==> src/rtl/orf_pkg.sv <==
`default_nettype none
package orf_pkg;
   localparam int ORF_DW = 16;
   localparam int ORF_SENSE_W = 13;
   localparam int ORF_AW = 4;
   localparam logic [ORF_DW-1:0] ORF_FB_LOW = 16'h0666;
   localparam logic [ORF_DW-1:0] ORF_FB_HIGH = 16'hF999;
   localparam logic [ORF_DW-1:0] ORF_DIAG_LO = 16'h0000;
   localparam logic [ORF_DW-1:0] ORF_DIAG_HI = 16'hFFFF;
   localparam int ORF_CLK_MHZ = 125;
   localparam int ORF_SLOT_US = 1000;
   localparam int ORF_SLOT_CYC = ORF_SLOT_US * ORF_CLK_MHZ;
   localparam int ORF_PON_US = 2000;
   localparam int ORF_PON_CYC = ORF_PON_US * ORF_CLK_MHZ;
   localparam logic [ORF_AW-1:0] ORF_REG_CFG = 4'h0;
   localparam logic [ORF_AW-1:0] ORF_REG_STAT = 4'h1;
   localparam logic [ORF_AW-1:0] ORF_REG_CLR = 4'h2;
   localparam logic [ORF_AW-1:0] ORF_REG_IEN = 4'h3;
   localparam logic [ORF_AW-1:0] ORF_REG_BRG = 4'h4;
   localparam logic [ORF_AW-1:0] ORF_REG_TMP = 4'h5;
   localparam logic [ORF_AW-1:0] ORF_REG_HBR = 4'h6;
   localparam logic [ORF_AW-1:0] ORF_REG_SUP = 4'h7;
   // The power-on waveform is enabled out of reset; clearing bit 5 cuts it short.
   localparam logic [ORF_DW-1:0] ORF_CFG_RST = 16'h0020;
   localparam int ORF_CFG_SRC_LSB = 0;
   localparam int ORF_CFG_SEQSRC_BIT = 2;
   localparam int ORF_CFG_FILT1_BIT = 3;
   localparam int ORF_CFG_FILT2_BIT = 4;
   localparam int ORF_CFG_PON_BIT = 5;
   localparam int ORF_CFG_SHIFT_LSB = 8;
   localparam int ORF_NFAULT = 8;
   typedef enum logic [1:0] {
      ORF_SRC_TEMP = 2'b00,
      ORF_SRC_HALF = 2'b01,
      ORF_SRC_FUNC = 2'b10,
      ORF_SRC_SEQ = 2'b11
   } orf_src_e;
   typedef enum logic [1:0] {
      ORF_SLOT_FBL = 2'b00,
      ORF_SLOT_FBH = 2'b01,
      ORF_SLOT_SIG = 2'b10,
      ORF_SLOT_CHK = 2'b11
   } orf_slot_e;
endpackage : orf_pkg
`default_nettype wire

==> src/rtl/orf_out_ctrl.sv <==
// Decided for this implementation: the register addresses and strobed register access.
`timescale 1ns/100ps
`default_nettype none
module orf_out_ctrl
   import orf_pkg::*;
#(
   parameter int SLOT_CYC = orf_pkg::ORF_SLOT_CYC,
   parameter int PON_CYC = orf_pkg::ORF_PON_CYC
) (
   input wire logic clk_sys_i, // System clock, 125 MHz.
   input wire logic arst_n_i, // Async reset, active low.
   input wire logic ce_i, // Clock enable; low freezes state.
   input wire logic [orf_pkg::ORF_DW-1:0] bridge_i, // Conditioned bridge result.
   input wire logic [orf_pkg::ORF_DW-1:0] temp_i, // Conditioned temperature result.
   input wire logic [orf_pkg::ORF_DW-1:0] half_i, // Conditioned half-bridge result.
   input wire logic [orf_pkg::ORF_NFAULT-1:0] fault_i, // Supervision check failures.
   input wire logic fault_level_select_i, // Pin, high when open (pull-up).
   input wire logic owl_rx_i, // One-wire link data sampled on primary pin.
   input wire logic owl_tx_i, // One-wire link transmit data.
   input wire logic owl_active_i, // One-wire link session active.
   input wire logic [orf_pkg::ORF_AW-1:0] addr_i, // Register address.
   input wire logic [orf_pkg::ORF_DW-1:0] wdata_i, // Write data.
   input wire logic wr_i, // Write strobe.
   input wire logic rd_i, // Read strobe.
   output logic [orf_pkg::ORF_DW-1:0] rdata_o, // Read data, cycle after strobe.
   output logic [orf_pkg::ORF_DW-1:0] primary_output_o, // Primary channel code.
   output logic primary_oe_o, // High while device drives primary pin.
   output logic owl_rx_o, // Synchronised one-wire link data.
   output logic [orf_pkg::ORF_DW-1:0] secondary_output_o, // Secondary channel code.
   output logic diagnostic_state_o, // Diagnostic state active.
   output logic irq_o // Level interrupt.
);
   import orf_pkg::*;

   function automatic logic [ORF_DW-1:0] trunc13(input logic [ORF_DW-1:0] v);
      trunc13 = {3'b000, v[ORF_DW-1 -: ORF_SENSE_W]};
   endfunction : trunc13

   // Pin synchronisers: three stages, change accepted when stages two and three agree.
   logic [2:0] fls_q, owl_q;
   logic fls_st_q, fls_st_d, owl_st_q, owl_st_d;
   always_comb begin
      fls_st_d = (fls_q[1] == fls_q[2]) ? fls_q[2] : fls_st_q;
      owl_st_d = (owl_q[1] == owl_q[2]) ? owl_q[2] : owl_st_q;
   end
   always_ff @(posedge clk_sys_i or negedge arst_n_i) begin
      if (!arst_n_i) begin
         fls_q <= 3'b111;
         owl_q <= 3'b000;
         fls_st_q <= 1'b1;
         owl_st_q <= 1'b0;
      end else if (ce_i) begin
         fls_q <= {fls_q[1:0], fault_level_select_i};
         owl_q <= {owl_q[1:0], owl_rx_i};
         fls_st_q <= fls_st_d;
         owl_st_q <= owl_st_d;
      end
   end

   // Registers.
   logic [ORF_DW-1:0] cfg_q, cfg_d, ien_q, ien_d, rdata_q, rdata_d;
   logic [ORF_NFAULT-1:0] stat_q, stat_d, fault_q, fault_d;
   logic dm_q, dm_d, irq_q, irq_d;
   orf_src_e src;
   assign src = orf_src_e'(cfg_q[ORF_CFG_SRC_LSB +: 2]);

   always_comb begin
      cfg_d = cfg_q;
      ien_d = ien_q;
      fault_d = fault_i;
      stat_d = stat_q;
      rdata_d = '0;
      if (wr_i && addr_i == ORF_REG_CFG) begin
         cfg_d = wdata_i;
      end
      if (wr_i && addr_i == ORF_REG_IEN) begin
         ien_d = wdata_i;
      end
      if (wr_i && addr_i == ORF_REG_CLR) begin
         stat_d = stat_d & ~wdata_i[ORF_NFAULT-1:0];
      end
      stat_d = stat_d | fault_q; // Set wins over clear.
      // Bits 0..3 sensor checks, 4..7 logic and memory checks.
      dm_d = dm_q | (|fault_q);
      irq_d = |(stat_q & ien_q[ORF_NFAULT-1:0]);
      if (rd_i) begin
         case (addr_i)
            ORF_REG_CFG: rdata_d = cfg_q;
            ORF_REG_STAT: rdata_d = {{(ORF_DW-ORF_NFAULT){1'b0}}, stat_q};
            ORF_REG_IEN: rdata_d = ien_q;
            ORF_REG_BRG: rdata_d = trunc13(bridge_i);
            ORF_REG_TMP: rdata_d = trunc13(temp_i);
            ORF_REG_HBR: rdata_d = trunc13(half_i);
            ORF_REG_SUP: rdata_d = {13'h0000, owl_active_i, fls_st_q, dm_q};
            default: rdata_d = '0;
         endcase
      end
   end
   always_ff @(posedge clk_sys_i or negedge arst_n_i) begin
      if (!arst_n_i) begin
         cfg_q <= ORF_CFG_RST;
         ien_q <= '0;
         stat_q <= '0;
         fault_q <= '0;
         dm_q <= 1'b0;
         irq_q <= 1'b0;
         rdata_q <= '0;
      end else if (ce_i) begin
         cfg_q <= cfg_d;
         ien_q <= ien_d;
         stat_q <= stat_d;
         fault_q <= fault_d;
         dm_q <= dm_d;
         irq_q <= irq_d;
         rdata_q <= rdata_d;
      end
   end

   // Power-on diagnostic waveform and sequential slot timers.
   logic [31:0] pon_cnt_q, pon_cnt_d, slot_cnt_q, slot_cnt_d;
   logic pon_q, pon_d;
   orf_slot_e slot_q, slot_d;
   always_comb begin
      pon_d = pon_q;
      pon_cnt_d = pon_cnt_q;
      if (pon_q) begin
         if (!cfg_q[ORF_CFG_PON_BIT] || pon_cnt_q == 32'(PON_CYC - 1)) begin
            pon_d = 1'b0;
         end else begin
            pon_cnt_d = pon_cnt_q + 32'd1;
         end
      end
      slot_d = slot_q;
      slot_cnt_d = slot_cnt_q;
      if (src != ORF_SRC_SEQ || dm_q) begin
         slot_d = ORF_SLOT_FBL;
         slot_cnt_d = '0;
      end else if (slot_cnt_q == 32'(SLOT_CYC - 1)) begin
         slot_cnt_d = '0;
         case (slot_q)
            ORF_SLOT_FBL: slot_d = ORF_SLOT_FBH;
            ORF_SLOT_FBH: slot_d = ORF_SLOT_SIG;
            ORF_SLOT_SIG: slot_d = ORF_SLOT_CHK;
            ORF_SLOT_CHK: slot_d = ORF_SLOT_FBL;
            default: slot_d = ORF_SLOT_FBL;
         endcase
      end else begin
         slot_cnt_d = slot_cnt_q + 32'd1;
      end
   end
   always_ff @(posedge clk_sys_i or negedge arst_n_i) begin
      if (!arst_n_i) begin
         pon_q <= 1'b1;
         pon_cnt_q <= '0;
         slot_q <= ORF_SLOT_FBL;
         slot_cnt_q <= '0;
      end else if (ce_i) begin
         pon_q <= pon_d;
         pon_cnt_q <= pon_cnt_d;
         slot_q <= slot_d;
         slot_cnt_q <= slot_cnt_d;
      end
   end

   // Channel sources and filters.
   logic [ORF_DW-1:0] func_br, sec_raw, pri_f, sec_f, fb_lvl, pon_lvl;
   assign func_br = ~bridge_i; // Complementary bridge function.
   assign fb_lvl = fls_st_q ? ORF_FB_LOW : ORF_FB_HIGH;
   assign pon_lvl = pon_cnt_q[16] ? ORF_DIAG_HI : ORF_DIAG_LO;
   always_comb begin
      case (src)
         ORF_SRC_TEMP: sec_raw = temp_i;
         ORF_SRC_HALF: sec_raw = half_i;
         ORF_SRC_FUNC: sec_raw = func_br;
         default: sec_raw = func_br;
      endcase
   end
   orf_lpf #(.DW(ORF_DW)) u_lpf_pri (
      .clk_sys_i(clk_sys_i), .arst_n_i(arst_n_i), .ce_i(ce_i),
      .en_i(cfg_q[ORF_CFG_FILT1_BIT]), .shift_i(cfg_q[ORF_CFG_SHIFT_LSB +: 4]),
      .x_i(bridge_i), .y_o(pri_f));
   orf_lpf #(.DW(ORF_DW)) u_lpf_sec (
      .clk_sys_i(clk_sys_i), .arst_n_i(arst_n_i), .ce_i(ce_i),
      .en_i(cfg_q[ORF_CFG_FILT2_BIT]), .shift_i(cfg_q[ORF_CFG_SHIFT_LSB +: 4]),
      .x_i(sec_raw), .y_o(sec_f));

   logic [ORF_DW-1:0] pri_q, pri_d, sec_q, sec_d;
   logic oe_q, oe_d, owo_q;
   always_comb begin
      pri_d = pri_f;
      oe_d = ~owl_active_i | owl_tx_i;
      if (src == ORF_SRC_SEQ) begin
         case (slot_q)
            ORF_SLOT_FBL: sec_d = ORF_FB_LOW;
            ORF_SLOT_FBH: sec_d = ORF_FB_HIGH;
            ORF_SLOT_SIG: sec_d = cfg_q[ORF_CFG_SEQSRC_BIT] ? half_i : temp_i;
            ORF_SLOT_CHK: sec_d = func_br;
            default: sec_d = ORF_FB_LOW;
         endcase
      end else begin
         sec_d = sec_f;
      end
      if (pon_q) begin
         pri_d = pon_lvl;
         sec_d = pon_lvl;
      end
      if (dm_q) begin
         pri_d = fb_lvl;
         sec_d = fb_lvl;
      end
   end
   always_ff @(posedge clk_sys_i or negedge arst_n_i) begin
      if (!arst_n_i) begin
         pri_q <= ORF_FB_LOW;
         sec_q <= ORF_FB_LOW;
         oe_q <= 1'b1;
         owo_q <= 1'b0;
      end else if (ce_i) begin
         pri_q <= pri_d;
         sec_q <= sec_d;
         oe_q <= oe_d;
         owo_q <= owl_st_q;
      end
   end

   assign primary_output_o = pri_q;
   assign secondary_output_o = sec_q;
   assign primary_oe_o = oe_q;
   assign owl_rx_o = owo_q;
   assign diagnostic_state_o = dm_q;
   assign irq_o = irq_q;
   assign rdata_o = rdata_q;

   property p_dm_force;
      @(posedge clk_sys_i) disable iff (!arst_n_i)
      (dm_q && ce_i) |=> (primary_output_o == $past(fb_lvl))
         && (secondary_output_o == $past(fb_lvl));
   endproperty
   a_dm_force: assert property (p_dm_force) else $error("fault band not forced");
   property p_dm_entry;
      @(posedge clk_sys_i) disable iff (!arst_n_i)
      ((|fault_i) && ce_i) ##1 ce_i |=> diagnostic_state_o;
   endproperty
   a_dm_entry: assert property (p_dm_entry) else $error("fault missed");
   property p_low;
      @(posedge clk_sys_i) disable iff (!arst_n_i)
      (dm_q && fls_st_q && ce_i) |=> primary_output_o == ORF_FB_LOW;
   endproperty
   a_low: assert property (p_low) else $error("low band wrong");
   property p_high;
      @(posedge clk_sys_i) disable iff (!arst_n_i)
      (dm_q && !fls_st_q && ce_i) |=> secondary_output_o == ORF_FB_HIGH;
   endproperty
   a_high: assert property (p_high) else $error("high band wrong");
   property p_pri;
      @(posedge clk_sys_i) disable iff (!arst_n_i)
      (!dm_q && !pon_q && ce_i) |=> primary_output_o == $past(pri_f);
   endproperty
   a_pri: assert property (p_pri) else $error("primary not bridge");
   property p_seq_order;
      @(posedge clk_sys_i) disable iff (!arst_n_i)
      (slot_q == ORF_SLOT_FBL && $past(slot_q) == ORF_SLOT_FBH) |-> 1'b0;
   endproperty
   a_seq_order: assert property (p_seq_order) else $error("bad slot order");
   property p_seq_chk;
      @(posedge clk_sys_i) disable iff (!arst_n_i)
      (src == ORF_SRC_SEQ && slot_q == ORF_SLOT_CHK && !dm_q && !pon_q && ce_i)
      |=> secondary_output_o == $past(func_br);
   endproperty
   a_seq_chk: assert property (p_seq_chk) else $error("check slot wrong");
   property p_rd13;
      @(posedge clk_sys_i) disable iff (!arst_n_i)
      (rd_i && ce_i && addr_i == ORF_REG_BRG) |=> rdata_o[ORF_DW-1 -: 3] == 3'b000;
   endproperty
   a_rd13: assert property (p_rd13) else $error("readout wider than 13 bits");
   property p_pon;
      @(posedge clk_sys_i) disable iff (!arst_n_i)
      (pon_q && !dm_q && ce_i)
      |=> (primary_output_o == $past(pon_lvl)) && (secondary_output_o == $past(pon_lvl));
   endproperty
   a_pon: assert property (p_pon) else $error("power-on waveform missing");
   property p_seq_fbh;
      @(posedge clk_sys_i) disable iff (!arst_n_i)
      (src == ORF_SRC_SEQ && slot_q == ORF_SLOT_FBH && !dm_q && !pon_q && ce_i)
      |=> secondary_output_o == ORF_FB_HIGH;
   endproperty
   a_seq_fbh: assert property (p_seq_fbh) else $error("high band slot wrong");
   property p_seq_sig;
      @(posedge clk_sys_i) disable iff (!arst_n_i)
      (src == ORF_SRC_SEQ && slot_q == ORF_SLOT_SIG && !dm_q && !pon_q && ce_i)
      |=> secondary_output_o == $past(cfg_q[ORF_CFG_SEQSRC_BIT] ? half_i : temp_i);
   endproperty
   a_seq_sig: assert property (p_seq_sig) else $error("signal slot wrong");
   c_dm: cover property (@(posedge clk_sys_i) disable iff (!arst_n_i) $rose(dm_q));
   c_seq: cover property (@(posedge clk_sys_i) disable iff (!arst_n_i)
      slot_q == ORF_SLOT_CHK ##1 slot_q == ORF_SLOT_FBL);
   c_pon: cover property (@(posedge clk_sys_i) disable iff (!arst_n_i) $fell(pon_q));
endmodule : orf_out_ctrl
`default_nettype wire

==> src/rtl/orf_lpf.sv <==
`timescale 1ns/100ps
`default_nettype none
// First-order low-pass: y += (x - y) >> shift, bypassed when disabled.
module orf_lpf #(
   parameter int DW = 16
) (
   input wire logic clk_sys_i, // System clock.
   input wire logic arst_n_i, // Async reset, active low.
   input wire logic ce_i, // Clock enable.
   input wire logic en_i, // Filter enable.
   input wire logic [3:0] shift_i, // Filter strength.
   input wire logic [DW-1:0] x_i, // Input sample.
   output logic [DW-1:0] y_o // Filtered value.
);
   logic [DW-1:0] y_q, y_d;
   logic signed [DW+1:0] diff;
   always_comb begin
      diff = $signed({2'b00, x_i}) - $signed({2'b00, y_q});
      if (!en_i) begin
         y_d = x_i;
      end else begin
         y_d = y_q + DW'(diff >>> shift_i);
      end
   end
   always_ff @(posedge clk_sys_i or negedge arst_n_i) begin
      if (!arst_n_i) begin
         y_q <= '0;
      end else if (ce_i) begin
         y_q <= y_d;
      end
   end
   assign y_o = y_q;
endmodule : orf_lpf
`default_nettype wire

==> config.mk <==
export PLATFORM = sky130hd
export DESIGN_NAME = orf_out_ctrl
export DESIGN_NICKNAME = d
export VERILOG_FILES = /design/src/rtl/orf_pkg.sv /design/src/rtl/orf_out_ctrl.sv /design/src/rtl/orf_lpf.sv
export SDC_FILE = /design/constraint.sdc
export NUM_CORES = 1
export LEC_CHECK = 0
export BUFFER_PORTS_ARGS = -buffer_cell sky130_fd_sc_hd__buf_4
export CAP_MARGIN = 10
export CORE_ASPECT_RATIO = 1.1
export CORE_MARGIN = 1.5
export CORE_UTILIZATION = 30
export DETAILED_ROUTE_END_ITERATION = 12
export GPL_ROUTABILITY_DRIVEN = 0
export PLACE_DENSITY = 0.47
export SYNTH_ARGS = -nofsm -noshare
export SYNTH_HDL_FRONTEND = slang
export SYNTH_HIERARCHICAL = 1
export SYNTH_SLANG_ARGS = --single-unit
==> constraint.sdc <==
create_clock -name clk_sys_i -period 8.45 [get_ports clk_sys_i]
set_clock_uncertainty 0.05 [all_clocks]
set_input_delay 0.845 -clock clk_sys_i [delete_from_list [all_inputs] [get_ports clk_sys_i]]
set_output_delay 0.845 -clock clk_sys_i [all_outputs]
set_load 0.01 [all_outputs]
; Yosys cells after proc, flatten, opt, wreduce, memory -nomap -nowiden
; Cells that the tools add are included.
[classes]
addsub = 6
eq_ne = 17
shifts = 2
mux = 22
n_bitwise = 9
reduce_logical = 18
[ops]
columns = operator, n
row1 = 2-to-1 mux 16 bit, 11
row2 = case mux 16 bit (7 select lines), 1
row3 = adder 32 x 1 -> 32 bit (second input constant), 2
row4 = 2-to-1 mux 32 bit, 2
row5 = case mux 16 bit (4 select lines), 1
row6 = >>> shifter 18 x 4 -> 16 bit, 2
row7 = subtractor 16 x 16 -> 17 bit, 2
row8 = adder 16 bit, 2
row9 = == test 32 x 17 -> 1 bit (second input constant), 1
row10 = == test 32 x 18 -> 1 bit (second input constant), 1
row11 = case mux 16 bit (2 select lines), 1
row12 = AND 8 bit, 2
row13 = == test 4 x 3 -> 1 bit (second input constant), 4
row14 = NOT 16 bit, 1
row15 = OR reduction 8 bit, 2
row16 = AND reduction 2 bit, 5
row17 = == test 4 x 2 -> 1 bit (second input constant), 2
row18 = 2-to-1 mux 8 bit, 1
row19 = NOT 8 bit, 1
row20 = OR 8 bit, 1
row21 = case mux 2 bit (4 select lines), 1
row22 = == test 2 bit (second input constant), 3
row23 = == test 2 x 1 -> 1 bit (second input constant), 2
row24 = == test 4 x 1 -> 1 bit (second input constant), 1
row25 = 13 further kinds, 22
[totals]
ff_bits = 207
input_bits = 85
output_inout_bits = 52

; Logic depth before layout (Yosys ltp)
[depth]
word_depth = 6
mapped_depth = 27

; Modules after synthesis
; Netlist, hierarchy kept.
[by_module_without_submodules]
columns = module, n_inst, cells_each, area_per_inst_um2, seq_area_each_um2
row1 = orf_out_ctrl, 1, 890, 9237.6, 4403.0
row2 = orf_lpf (u_lpf_pri), 1, 423, 3181.8, 400.4
row3 = orf_lpf (u_lpf_sec), 1, 420, 3170.5, 400.4

; Least setup slack after synthesis
; OpenSTA, ideal clock, no wires.
[synth_timing]
path_type = register to register
startpoint = reg cfg_q[0]
endpoint = reg u_lpf_sec.y_q[15], in the netlist u_lpf_sec/y_o[15]
setup_time_ns = 0.130
arrival_time_ns = 5.754
required_time_ns = 8.270
path_slack_ns = 2.516
stages_incl_launch_ff = 24
path_cell_list = dfrtp_1 -> clkbuf_2 -> buf_1 -> clkbuf_1 -> a211oi_1 -> a21oi_1 -> ha_1 -> or3_4 -> a21oi_4 -> a21oi_2 -> a311o_4 -> a311o_1 -> mux4_2 -> a311oi_2 -> ha_1 -> a211oi_1 -> o21a_1 -> o31ai_1 -> a21oi_1 -> o21ai_0 -> o41ai_1 -> and3b_1 -> nor4b_1 -> nor3b_1
[synth_between]
elab_chain_len = 6
word_cells_on_any_way = 7
cone_classes = add/sub: 2 / eq/ne: 1 / shift: 1 / mux: 2 / reduce/logical: 1
[synth_lines]
columns = item, line
row1 = start: declaration, orf_out_ctrl.sv:61  ; logic [ORF_DW-1:0] cfg_q, cfg_d, ien_q, ien_d, rdata_q, rdata_d;
row2 = start signal: assignment, orf_out_ctrl.sv:109  ; cfg_q <= cfg_d;
row3 = == test 2 x 1 -> 1 bit or zero test 2 bit (tied branches), orf_out_ctrl.sv:171  ; case (src)
row4 = case mux 16 bit (2 select lines) (*), orf_out_ctrl.sv:171
row5 = named net sec_raw[5], orf_out_ctrl.sv:166  ; logic [ORF_DW-1:0] func_br, sec_raw, pri_f, sec_f, fb_lvl, pon_lvl;
row6 = subtractor 16 x 16 -> 17 bit (*), orf_lpf.sv:18  ; diff = $signed({2'b00, x_i}) - $signed({2'b00, y_q});
row7 = >>> shifter 18 x 4 -> 16 bit (*), orf_lpf.sv:22  ; y_d = y_q + DW'(diff >>> shift_i);
row8 = adder 16 bit (*), orf_lpf.sv:22
row9 = 2-to-1 mux 16 bit (*), orf_lpf.sv:19  ; if (!en_i) begin
row10 = end signal: assignment, orf_lpf.sv:29  ; y_q <= y_d;
row11 = end: declaration, orf_lpf.sv:15  ; logic [DW-1:0] y_q, y_d;
; Mark *: on every way through the listed nets, which the timed path passes. The rest lies on a longest branch.
; A chain may end at the register's enable or synchronous reset.

; Worst setup path after layout
; Same ends and word-level chain as after synthesis.

==> results.md <==
* Library cells used by synthesis at 88
* Fin crit period at a little over 7000 ps
* Nets at 1,968
* Die Wd at roughly 220 microns
* Share of cells above drive strength 1 at 0.182
* Final Hold Vio Count at 0
* Crit Path Class: reg2reg
* XOR/XNOR share of the synthesized area at 0.0612
* GRT Resource Usage Total at 0.197
* HP Class: in2async
* Synth area leader: dfrtp_1
* Largest family of logic cells by synthesized area: compound AO/OA/AOI/OAI gates
* Peak VDD IR at ~0.17 mV
* Final ANT Viol Nets at 0
* R2R Setup Slk at 1400 ps
* Vias per cell at 5.50
* Main flop type after synthesis: dfrtp_1
* Run status: completed
* Most area-consuming cells after synthesis: dfrtp_1 30%, ha_1 5.5%, mux2_2 4.9%
* Fill cells at roughly 5.2k
* Post-synth top area share at 0.302
* Int Power at around 3.8 mW
* Die area at between 50,000 and 60,000 sq um
* I/O pins at between 100 and 150
* Number of synthesized flops with an enable pin at 0
* Starting density of the core at 0.304
* Post-synthesis simple-gate area fraction at 0.176
* Clk Latency, worst-skew pair at roughly 550 ps
* Mapped Avg Cell Area at approximately 9 sq um
* Clock network power share at 0.183
* Compound-Gate Fraction of Synth Area at 0.226
* Mapped Area at 15,600 sq um
* Initial antenna violation count at 1
* Finished Layout Cells at roughly 2.5k
* H-tree levels at 1
* WL final at 53.2 mm
* Most frequent cell after synthesis: dfrtp_1
* Crit path max-delay family: compound AO/OA/AOI/OAI gates
* TNS Setup at 0 ps
* Worst path max stage delay at approximately 670 ps
* Area Overhead vs Synth at 16.1%
* Routed WL per cell at about 21 microns
* Net Sw Power at 3.15 mW
* Vias in the first global route at roughly 14k
* RSZ-0062 raised after global routing: no
* Comb power frac at 0.613
* WP data required at ~9000 ps
* Crit path max fanout at 23
* Post-synthesis sequential area ratio at 0.334
* Slew @ Worst Pin at 1300 ps
* Mux contribution to synthesized area at 0.0849
* Num rows at 87
* Post-synthesis async set-or-reset flop share at 1.00
* Area after DPL at between 15,000 and 20,000 sq um
* DRC errors left at 0
* DP HPWL at around 40 mm
* Startpoint Class: flip-flop
* Worst path cell trace: buf_4 > a211oi_1 > a21oi_1 > inv_1 > ha_1 > fa_1 > nor2b_1 > o31ai_1 > a21oi_2 > a311o_4 > a31oi_2 > xor2_1 > mux4_2 > a311oi_2 > ha_1 > a211oi_1 > o21a_1 > o31ai_1 > a21oi_1 > o21ai_0 > o41ai_1 > a21boi_0 > o2111ai_1 > nor3b_1
* Syn Inst Count at between 1.5k and 2k
* Maxcap violations at 0
* First-pass GRT wire length at slightly above 80 mm
* Seq cells post-synth at 207
* Fmax at ~140 MHz
* Placed Instances at between 2k and 2.5k
* Power per cell area at 381 nW/um^2
* Final worst-path cycle share at 0.835
* IO Port Bufs at around 140
* # setup viols final at 0
* # diodes at 0
* Max_slew headroom at 0.129
* CP arrival at between 7000 and 8000 ps
* Finished Cell Area at 18,100 sq um
* DR iter-0 viols at about 1.1k
* Part of the power in registers at 0.204
* Slowest cell on crit path: dfrtp_1
* DRT Pass-1 Iters at 5
* Synthesized net count at between 1.5k and 2k
* Post-CTS setup buffer count at 0
* Die H at around 240 microns
* Lkg Pwr at ~7.7 nW
* Core area at ~51,000 sq um
* CTS Sinks at 207
* List of most frequent post-synthesis cells: 188 x dfrtp_1, 142 x nor2_1, 129 x a21oi_1
* CTS tree: built
* Clk buf depth at 3
* CP endpoint kind: flip-flop
* Synthesis Warnings at 6
* Largest net degree at the start of global routing at around 90
* CTS root buf: clkbuf_16
* GRT overflow at 0
* Total CTS buffers at 26
* Total vias in the final route at between 10k and 15k
* Hold-fix buffers at CTS at 0
* CP Buf/Inv Count at 2
* Reg-to-reg startpoint: cfg_q[0]
* Final Max Tran Viols at 0
* Worst reg2reg endpoint: u_lpf_sec/y_o[15]
* Cts repair resizes at 0
* Post-Synth Adder-Cell Area at 0.0605
* Sw frac at 0.456
* Reg clk slew, reported paths at 60 ps
* R2R depth at 24
metrics by stage:
stage               total power, mW  setup WS [ps]  utilization  hold WS (ps)
global route                   7.41            998        0.353           299
detailed placement             5.56           1650        0.334           416
CTS                            6.87           1600        0.353           270
floorplan                      4.49           2520            -           395
finish                         6.90           1400        0.353           256
global placement               5.57           1700        0.334           413
power by group through the flow:
stage               clock [mW]  sequential [mW]  combinational [mW]
floorplan                    0             1.32                3.18
global placement             0             1.42                4.15
detailed placement           0             1.42                4.13
CTS                       1.30             1.41                4.16
global route              1.33             1.43                4.65
finish                    1.26             1.41                4.23
sequential cells by signal (all words and copies together), names as in the netlist, 2 cells and up:
name                flops
slot_cnt_q             32
secondary_output_o     16
primary_output_o       16
u_lpf_sec/y_o          16
owl_q                   3
rdata_o                16
fls_q                   3
pon_cnt_q              32
ien_q                  16
slot_q                  2
cfg_q                  16
fault_q                 8
u_lpf_pri/y_o          16
stat_q                  8
metal layers:
layer  vias up  GRT usage  wire length [microns]
li1       6574          -                      -
met1      6758      0.269                  24500
met2       334      0.323                  25000
met3        71     0.0247                   2180
met4         2     0.0598                   1550
met5         -          0                     17
final cells by class:
type | instances | area (sq um) | share of cell area
clock buffers | 34 | 722 | 0.0399
clock inverters | 14 | 234 | 0.0129
inverters | 118 | 443 | 0.0245
multi-input cells | 1306 | 9500 | 0.525
flip-flops and latches | 207 | 5210 | 0.288
well taps | 667 | 835 | 0.0461
repair buffers | 151 | 1160 | 0.0643
placed cells by master, fill, tap and decap left out, types with 42 or more instances in the layout:
master,instances
xor2_1,47
xnor2_1,62
mux2i_1,49
buf_4,148
inv_1,116
nor2_1,142
nand2_1,88
a21oi_1,129
ha_1,69
dfrtp_1,185
mux2_2,68
nor3_1,42
a211oi_1,44
how the worst max path moves through the flow:
stage | from | endpoint | slack, ps | depth (start not counted)
CTS | cfg_q[0] | u_lpf_sec/y_o[15] | 1600 | 25
finish | cfg_q[0] | u_lpf_sec/y_o[15] | 1400 | 24
floorplan | cfg_q[0] | u_lpf_sec/y_o[15] | 2520 | 23
global placement | temp_i[0] | u_lpf_sec/y_o[15] | 1700 | 25
detailed placement | temp_i[0] | u_lpf_sec/y_o[15] | 1650 | 25
global route | cfg_q[0] | u_lpf_sec/y_o[15] | 1000 | 25
logic make-up after synthesis:
logic type,Yosys count
AND/OR/NAND/NOR,505
XOR/XNOR,109
multiplexers,121
adder cells (fa/ha/maj),73
flip-flops,207
buffers and inverters,220
AO/OA/AOI/OAI,498
Note: power is estimated with default switching activity, not from simulation.
